### src/logic/chs_pkg.sv
// chs_pkg: addresses, field positions, codes and reset values of the
// charger status register bank.
// assumes: the register read port of the bank uses 8-bit addresses.
package chs_pkg;
  localparam logic [7:0] ADDR_COND = 8'h1D;
  localparam logic [7:0] ADDR_PHASE = 8'h1E;
  localparam logic [7:0] ADDR_FAULT = 8'h1F;
  localparam logic [7:0] STATUS_RESET = 8'h00;
  localparam logic [7:0] UNMAPPED_DATA = 8'h00;

  // condition status register bit positions
  localparam int COND_ADC_DONE = 6;
  localparam int COND_DIE_THERMAL = 5;
  localparam int COND_MIN_SYS = 4;
  localparam int COND_IN_CURRENT = 3;
  localparam int COND_IN_VOLTAGE = 2;
  localparam int COND_CHG_TIMER = 1;
  localparam int COND_WATCHDOG = 0;

  // phase and source status register field positions
  localparam int PHASE_LSB = 3;
  localparam int SOURCE_LSB = 0;

  // fault status register bit positions
  localparam int FAULT_INPUT = 7;
  localparam int FAULT_BATTERY = 6;
  localparam int FAULT_SYSTEM = 5;
  localparam int FAULT_BOOST = 4;
  localparam int FAULT_SHUTDOWN = 3;
  localparam int ZONE_LSB = 0;

  localparam logic [2:0] SOURCE_NONE = 3'h0;
  localparam logic [2:0] SOURCE_OTG = 3'h7;

  // number of raw condition wires that cross into the register clock
  localparam int RAW_W = 29;
endpackage

### src/logic/chs_status_regs.sv
// chs_status_regs: three read-only charger status registers with a
// rising-edge pulse per status bit for the latched flag bank.
// assumes: condition inputs come from analog/core logic on another clock,
// the serial-interface engine issues single-cycle read and write strobes.
//
// Summary of operation
// - conversion-complete in one-shot only, zero when continuous
// - bit5 shows die thermal regulation active
// - bit4 shows minimum system regulation, forward mode
// - bit3 input/pin current loop or boost current
// - bit2 input voltage loop or boost voltage
// - bit1 shows safety timer expired
// - bit0 shows host watchdog expired
// - bits4:3 report the charge phase code
// - bits2:0 source type, 000 undetected, 111 boost
// - fault bit7 input overvoltage or sleep
// - fault bit6 battery overcurrent or overvoltage
// - fault bit5 system rail short or overvoltage
// - fault bit4 boost mid-rail/input fault during boost
// - fault bit3 die thermal shutdown
// - fault bits2:0 report thermistor zone code
// - pulse on each status bit rising edge
`timescale 1ns/1ps
module chs_status_regs (
  input wire logic mclk,
  input wire logic nrst,
  // register port from the serial-interface engine
  input wire logic rdEn,
  input wire logic wrEn,
  input wire logic [7:0] addr,
  output logic [7:0] rdData,
  output logic rdAck,
  output logic wrAck,
  output logic [23:0] statusRise,
  // raw conditions from the charger core
  input wire logic adcOneShotDone,
  input wire logic adcContinuous,
  input wire logic dieThermalLimit,
  input wire logic minSysRailReg,
  input wire logic inputCurrentLoop,
  input wire logic externalCurrentLimitPinLoop,
  input wire logic boostCurrentLoop,
  input wire logic inputVoltageLoop,
  input wire logic boostVoltageLoop,
  input wire logic chargeTimerExpired,
  input wire logic hostWatchdogExpired,
  input wire logic otgMode,
  input wire logic backupMode,
  input wire logic [1:0] chargePhase,
  input wire logic [2:0] sourceType,
  input wire logic autoSourceDetectEnable,
  input wire logic inputRailFault,
  input wire logic batteryOverCurrent,
  input wire logic batteryOverVoltage,
  input wire logic sysShort,
  input wire logic sysOverVoltage,
  input wire logic boostFault,
  input wire logic dieOvertempShutdown,
  input wire logic [2:0] thermistorZone
);
  localparam int RW = chs_pkg::RAW_W;

  logic [RW-1:0] rawIn;
  logic [RW-1:0] sync1_q;
  logic [RW-1:0] sync2_q;
  logic adcDoneS, adcContS, thermS, vsysS, iinS, ilimS, iotgS, vinS, votgS;
  logic timerS, wdS, otgS, backupS, autoS, vbusFltS, batOcS, batOvS;
  logic sysShS, sysOvS, boostFltS, tshutS;
  logic [1:0] phaseS;
  logic [2:0] sourceS, zoneS;
  logic [7:0] fieldPrev_q;
  logic [1:0] phaseHold_q;
  logic [2:0] sourceHold_q, zoneHold_q;
  logic phaseStable, sourceStable, zoneStable, forwardMode;
  logic [7:0] condD, phaseD, faultD;
  logic [23:0] stat_d, stat_q;
  logic [7:0] rdMux;
  logic [7:0] rdData_q;
  logic rdAck_q, wrAck_q;
  logic [23:0] statusRise_q;

  assign rawIn = {adcOneShotDone, adcContinuous, dieThermalLimit, minSysRailReg,
    inputCurrentLoop, externalCurrentLimitPinLoop, boostCurrentLoop, inputVoltageLoop,
    boostVoltageLoop, chargeTimerExpired, hostWatchdogExpired, otgMode, backupMode,
    autoSourceDetectEnable, inputRailFault, batteryOverCurrent, batteryOverVoltage,
    sysShort, sysOverVoltage, boostFault, dieOvertempShutdown,
    chargePhase, sourceType, thermistorZone};

  // two-stage synchroniser per condition wire
  for (genvar i = 0; i < RW; i++) begin : g_sync
    always_ff @(posedge mclk or negedge nrst) begin
      if (!nrst) begin
        sync1_q[i] <= 1'b0;
        sync2_q[i] <= 1'b0;
      end else begin
        sync1_q[i] <= rawIn[i];
        sync2_q[i] <= sync1_q[i];
      end
    end
  end

  assign {adcDoneS, adcContS, thermS, vsysS, iinS, ilimS, iotgS, vinS, votgS,
    timerS, wdS, otgS, backupS, autoS, vbusFltS, batOcS, batOvS, sysShS, sysOvS,
    boostFltS, tshutS, phaseS, sourceS, zoneS} = sync2_q;

  // bits of a field may resolve on different edges; a field is taken only
  // after it has read the same for two cycles, so a mixed code never shows
  assign phaseStable = phaseS == fieldPrev_q[7:6];
  assign sourceStable = sourceS == fieldPrev_q[5:3];
  assign zoneStable = zoneS == fieldPrev_q[2:0];

  always_ff @(posedge mclk or negedge nrst) begin
    if (!nrst) begin
      fieldPrev_q <= 8'h00;
      phaseHold_q <= 2'h0;
      sourceHold_q <= 3'h0;
      zoneHold_q <= 3'h0;
    end else begin
      fieldPrev_q <= {phaseS, sourceS, zoneS};
      if (phaseStable) phaseHold_q <= phaseS;
      if (sourceStable) sourceHold_q <= sourceS;
      if (zoneStable) zoneHold_q <= zoneS;
    end
  end

  assign forwardMode = !otgS && !backupS;

  always_comb begin
    condD = chs_pkg::STATUS_RESET;
    condD[chs_pkg::COND_ADC_DONE] = adcDoneS && !adcContS;
    condD[chs_pkg::COND_DIE_THERMAL] = thermS;
    condD[chs_pkg::COND_MIN_SYS] = forwardMode && vsysS;
    condD[chs_pkg::COND_IN_CURRENT] = otgS ? iotgS : (forwardMode && (iinS || ilimS));
    condD[chs_pkg::COND_IN_VOLTAGE] = forwardMode ? vinS : votgS;
    condD[chs_pkg::COND_CHG_TIMER] = timerS;
    condD[chs_pkg::COND_WATCHDOG] = wdS;
    phaseD = chs_pkg::STATUS_RESET;
    phaseD[chs_pkg::PHASE_LSB +: 2] = phaseHold_q;
    if (otgS) begin
      phaseD[chs_pkg::SOURCE_LSB +: 3] = chs_pkg::SOURCE_OTG;
    end else if (autoS) begin
      phaseD[chs_pkg::SOURCE_LSB +: 3] = sourceHold_q;
    end else begin
      phaseD[chs_pkg::SOURCE_LSB +: 3] = chs_pkg::SOURCE_NONE;
    end
    faultD = chs_pkg::STATUS_RESET;
    faultD[chs_pkg::FAULT_INPUT] = vbusFltS;
    faultD[chs_pkg::FAULT_BATTERY] = batOcS || batOvS;
    faultD[chs_pkg::FAULT_SYSTEM] = sysShS || sysOvS;
    faultD[chs_pkg::FAULT_BOOST] = otgS && boostFltS;
    faultD[chs_pkg::FAULT_SHUTDOWN] = tshutS;
    faultD[chs_pkg::ZONE_LSB +: 3] = zoneHold_q;
  end

  assign stat_d = {faultD, phaseD, condD};

  // unmapped addresses read zero; reserved bits are zero in stat_q already
  assign rdMux = (addr == chs_pkg::ADDR_COND) ? stat_q[7:0] :
                 (addr == chs_pkg::ADDR_PHASE) ? stat_q[15:8] :
                 (addr == chs_pkg::ADDR_FAULT) ? stat_q[23:16] :
                 chs_pkg::UNMAPPED_DATA;

  always_ff @(posedge mclk or negedge nrst) begin
    if (!nrst) begin
      stat_q <= {3{chs_pkg::STATUS_RESET}};
      statusRise_q <= 24'h000000;
    end else begin
      stat_q <= stat_d;
      statusRise_q <= stat_d & ~stat_q;
    end
  end

  // writes without a read strobe in the same cycle are acknowledged so the serial engine completes, but store nothing
  always_ff @(posedge mclk or negedge nrst) begin
    if (!nrst) begin
      rdData_q <= 8'h00;
      rdAck_q <= 1'b0;
      wrAck_q <= 1'b0;
    end else begin
      rdAck_q <= rdEn;
      wrAck_q <= wrEn && !rdEn;
      if (rdEn) rdData_q <= rdMux;
    end
  end

  assign rdData = rdData_q;
  assign rdAck = rdAck_q;
  assign wrAck = wrAck_q;
  assign statusRise = statusRise_q;
endmodule

### config.mk
export PLATFORM = sky130hd
export DESIGN_NAME = chs_status_regs
export DESIGN_NICKNAME = d
export VERILOG_FILES = /design/src/logic/chs_pkg.sv /design/src/logic/chs_status_regs.sv
export SDC_FILE = /design/constraint.sdc
export NUM_CORES = 1
export LEC_CHECK = 0
export BUFFER_PORTS_ARGS = -buffer_cell sky130_fd_sc_hd__buf_4
export CORE_MARGIN = 10
export CORE_UTILIZATION = 55
export CTS_CLUSTER_SIZE = 8
export DETAILED_ROUTE_END_ITERATION = 8
export GPL_ROUTABILITY_DRIVEN = 1
export GPL_TIMING_DRIVEN = 0
export PLACE_DENSITY_LB_ADDON = 0.05
export SLEW_MARGIN = 25
export SYNTH_ARGS = -nofsm -noshare
export SYNTH_HDL_FRONTEND = slang
export SYNTH_SLANG_ARGS = --single-unit
export TNS_END_PERCENT = 20
### constraint.sdc
create_clock -name mclk -period 1.7 [get_ports mclk]
set_input_delay 0.085 -clock mclk [delete_from_list [all_inputs] [get_ports mclk]]
set_output_delay 0.085 -clock mclk [all_outputs]
set_load 0.02 [all_outputs]
After elaboration in Yosys (flattened, before gate mapping) --
Cells that the tools add are included.
Cells by class: eq/ne operators 6, mux-type cells 7, bitwise gates (word level) 2, reduce and logical (&&, ||, !) cells 13
Operators with widths (count):
- AND 24 bit | 1
- equality test 8 x 5 -> 1 bit, second input constant | 3
- two-way mux 8 bit | 3
- NOT 24 bit | 1
- equality test 3 bit | 2
- logical AND 1 bit | 6
- two-way mux 3 bit | 2
- zero test 1 bit | 4
- logical OR 1 bit | 3
- equality test 2 bit | 1
- two-way mux 1 bit | 2
Storage, ports and cells: register bits 128, bits of input ports 41, word-level logic and storage cells 95

Depth between registers and ports, before layout --
depth after elaboration 5, mapped depth 4, depth with buffers taken out 3

Worst setup path after synthesis --
Ideal clock, no wire load.
kind register -> register, from register sync2_q[0], to register zoneHold_q[0], setup time 0.128 ns, arrival 1.023 ns, setup slack 0.550 ns, stages on the path, launching flop included 4, period minus slack after synthesis 1.150 ns, cell sequence dfrtp_1 -> xnor2_1 -> nand3_1 -> mux2_1
Between the ends: word-level cells in the longest chain between the ends 1
RTL lines:
- from (decl) | RTL line chs_status_regs.sv:65 | logic [RW-1:0] sync2_q;
- from (signal, indexed assignment) | RTL line chs_status_regs.sv:97 | sync2_q[i] <= sync1_q[i];
- equality test 3 bit | RTL line chs_status_regs.sv:110 | assign zoneStable = zoneS == fieldPrev_q[2:0];
- to (signal assigned) | RTL line chs_status_regs.sv:122 | if (zoneStable) zoneHold_q <= zoneS;
- to (decl) | RTL line chs_status_regs.sv:73 | logic [2:0] sourceHold_q, zoneHold_q;
Several ways; a longest one is shown, not always the timed one. A chain may end at the register's enable or synchronous reset.

Worst setup path in the final report --
from input port rdEn, to register rdData_q[7] (netlist: rdData[7])
RTL lines:
- from (decl) | RTL line chs_status_regs.sv:28 | input wire logic rdEn,
- to (signal assigned) | RTL line chs_status_regs.sv:182 | if (rdEn) rdData_q <= rdMux;
- to (decl) | RTL line chs_status_regs.sv:78 | logic [7:0] rdData_q;
No word-level cell between the ends.

==> flow_summary_export.csv <==
group,metric,value,unit
floorplanning,start_util,0.565,
worst_setup_path,critPathKind,"primary input to flop",
outcome,violations,"negative hold slack",
drt,first_pass_iters,4,
worst_setup_path,cp_slowest_cell,"dlygate4sd3_1",
synth,synthAdderAreaFrac,0,
timing,hold_ws,-0.0371,ns
timing,post-route-period-util,0.845,
global_routing,grt_usage,0.137,
worst_setup_path,cp.required,2.08,ns
worst_setup_path,path_cells,"dlygate4sd3_1, buf_4, clkbuf_1, o22ai_1, dlygate4sd3_1",
timing,layout_min_cycle_time,1.44,ns
timing,max_freq,696,MHz
worst_setup_path,ff2ff_setup_slack,0.40,ns
synth,yosys-mux-area-fraction,0.0371,
global_routing,first_global_vias,2418,
power,ir_worst_vdd,1.13,mV
finish,layout-drive-gt1-share,0.287,
global_routing,grt_max_degree,64,
timing,slew_headroom,0.640,
floorplanning,num_rows,30,
timing,tightest_slew,0.540,ns
timing,finalSetupViolCount,0,
global_routing,grt_pass1_wl,11500,um
synth,synthXorXnorAreaFrac,0.0182,
synth,synth_top_family_by_area,"simple AND/OR/NAND/NOR gates",
clocking,cts_tree,"built",
finish,area_growth,41.4,%
synth,synth.avg_cell_area,16.3,sq um
worst_setup_path,critical_path_arrival,1.82,ns
finish,nets,401,
floorplanning,dieArea,0.0107,sq mm
clocking,ctsRootBufferMaster,"clkbuf_8",
timing,hold_viol_final,2,
synth,netlist.area_leader.share,0.808,
drt,vias,2166,
synth,synthSimpleGateAreaFrac,0.0642,
worst_setup_path,slowest_delay,0.58,ns
synth,ys_seq_area_frac,0.808,
drt,drt-initial-drc-count,55,
finish,utilization,0.800,
power,power_density,1330,mW/mm^2
worst_setup_path,crit_path_end_kind,"flop",
clocking,cts_num_sinks,124,
timing,fin_skew,0.00524,ns
synth,synth_most_common_cell,"dfrtp_1",
synth,synthCells,235,
placement,io_buffers,68,
drt,ant_nets,0,
power,power.leakage,2.57,nW
global_routing,grt_overflow_total,0,
floorplanning,io_pins,75,
timing,timing.final.max_slew_violations,0,
synth,ys_ff_latch,124,
drt,route.detailed.drc,0,
worst_setup_path,start_kind,"primary input",
timing,rsz0062_at_grt,"no",
drt,wl,6820,um
flow_run,cap_viol_max_count,0,
placement,dpl.hpwl,4210,um
global_routing,antenna_found_initial,0,
synth,ys.warnings.count,0,
synth,synth-edff-count,0,
drt,wire_per_inst,14.6,um
worst_setup_path,cp_max_fo,10,
clocking,cts_max_level,4,
timing,fin_setup_tns,0,ns
synth,async_flop_share,1.00,
worst_setup_path,worst_path_most_repeated_cell,"dlygate4sd3_1",
synth,ys_top_cells_by_count,"dfrtp_1 (124), nor2b_1 (19), inv_1 (14), mux2_1 (10)",
synth,syn_area,0.00384,sq mm
synth,synth_ff_type,"dfrtp_1",
synth,synth_top_cell_by_area,"dfrtp_1",
power,finalPower,7.24,mW
clocking,clk_pin_slew,0.05,ns
drt,vias_per_cell,4.62,
finish,num-fill-cells,370,
floorplanning,core-area,0.00679,sq mm
outcome,outcome,"finished, violations left",
min_path,hp-class,"primary input to flop",
synth,ys_top_cells_by_area,"dfrtp_1 (81%), nor2b_1 (3.1%), mux2_1 (2.9%), inv_1 (1.4%), xnor2_1 (1.4%)",
clocking,numCtsBuffers,17,
synth,synth_compound_area_frac,0.0450,
finish,diodes,0,
synth,ys_types,30,
clocking,cts.path.max_buffers,2,
floorplanning,die_h,104,um
floorplanning,die_w,104,um
clocking,insertion_delay,0.50,ns
placement,gp_congestion,0.746,
## stage by stage
| stage | setup slack, ns | hold slack [ns] | instance area [sq um] | std cells |
|---|---|---|---|---|
| 2_1_floorplan | 0.550 | -0.211 | 3850 | 238 |
| 3_3_place_gp | 0.268 | 0.194 | 4480 | 402 |
| 3_5_place_dp | 0.427 | 0.0920 | 4510 | 403 |
| 4_1_cts | 0.0236 | 0.0166 | 5440 | 470 |
| 5_1_grt | 0.192 | 0.0404 | 5430 | 469 |
| 6_report | 0.263 | -0.0371 | 5430 | 469 |
## power by group
group	leakage, nW	total [mW]	internal [mW]	switching, mW
clock network	0.277	3.40	2.19	1.20
logic	0.806	0.561	0.292	0.269
registers	1.49	3.28	3.18	0.105
## final cells by class
type,count,area (sq um),share of cell area
Sequential cell,124,3100,0.571
Timing Repair Buffer,103,882,0.162
Multi-Input combinational cell,93,647,0.119
Clock buffer,22,463,0.0852
Tap cell,96,120,0.0221
Clock inverter,10,115,0.0212
Inverter,14,52.6,0.00967
Buffer,7,50.0,0.00921
## layer usage
| layer | GRT usage | part of all wire |
|---|---|---|
| met5 | 0 | 0 |
| met1 | 0.155 | 0.44 |
| met3 | 0.0570 | 0.056 |
| met2 | 0.215 | 0.48 |
| met4 | 0.0736 | 0.027 |
## sequential cells by signal (all words and copies together), names as in the netlist, 2 cells and up
name and cells:
zoneHold_q 3, sync2_q 3, stat_q 20, sync1_q 29, phaseS 2, sourceHold_q 3, fieldPrev_q 8, statusRise 20
sourceS 3, rdData 8, phaseHold_q 2
## critical path: cells and delay by family
family | cells | cell delay, ns
compound gates | 1 | 0.15
buf+inv | 4 | 1.57
## logic make-up after synthesis
| family | count (synthesis) |
|---|---|
| xor gates and xnor gates | 8 |
| other | 1 |
| and+or+nand+nor | 44 |
| AOI/OAI and AO/OA | 25 |
| muxes | 12 |
| buffers and inverters | 21 |
| DFF | 124 |
## cells in the final DEF (no fill, tap or decap), types with 3 or more instances in the layout
cell / n
dfrtp_1: 124
inv_1: 14
mux2_1: 10
clkbuf_16: 16
o22ai_1: 8
xnor2_1: 6
clkbuf_8: 4
nand3_1: 6
nand2_1: 3
clkinvlp_4: 3
o21ai_0: 3
buf_4: 71
conb_1: 4
clkinv_2: 3
nor2_1: 8
a21o_1: 3
a22oi_1: 5
dlygate4sd3_1: 34
clkbuf_1: 3
nor2b_1: 19
## final timing paths
kind,cells past startpoint,to,start
setup / recovery,5,rdData[7]$_DFFE_PN0P_,rdEn
hold / removal,4,rdData[6]$_DFFE_PN0P_,addr[6]
setup reg to reg,3,zoneHold_q[1]$_DFFE_PN0N_,sync2_q[1]$_DFF_PN0_
hold reg to reg,0,sync2_q[1]$_DFF_PN0_,sync1_q[1]$_DFF_PN0_
max in group asynchronous,3,statusRise[12]$_DFF_PN0_,nrst
min in group asynchronous,2,sync1_q[11]$_DFF_PN0_,nrst
## repair_timing
action | in CTS | in global routing
gates resized for setup | 0 | 0
hold buffers | 35 | 0
buffers inserted | 0 | 0
setup endpoints to repair | 0 | 1
hold endpoints to repair | 97 | 0
Power figures use the tool's default switching activity.
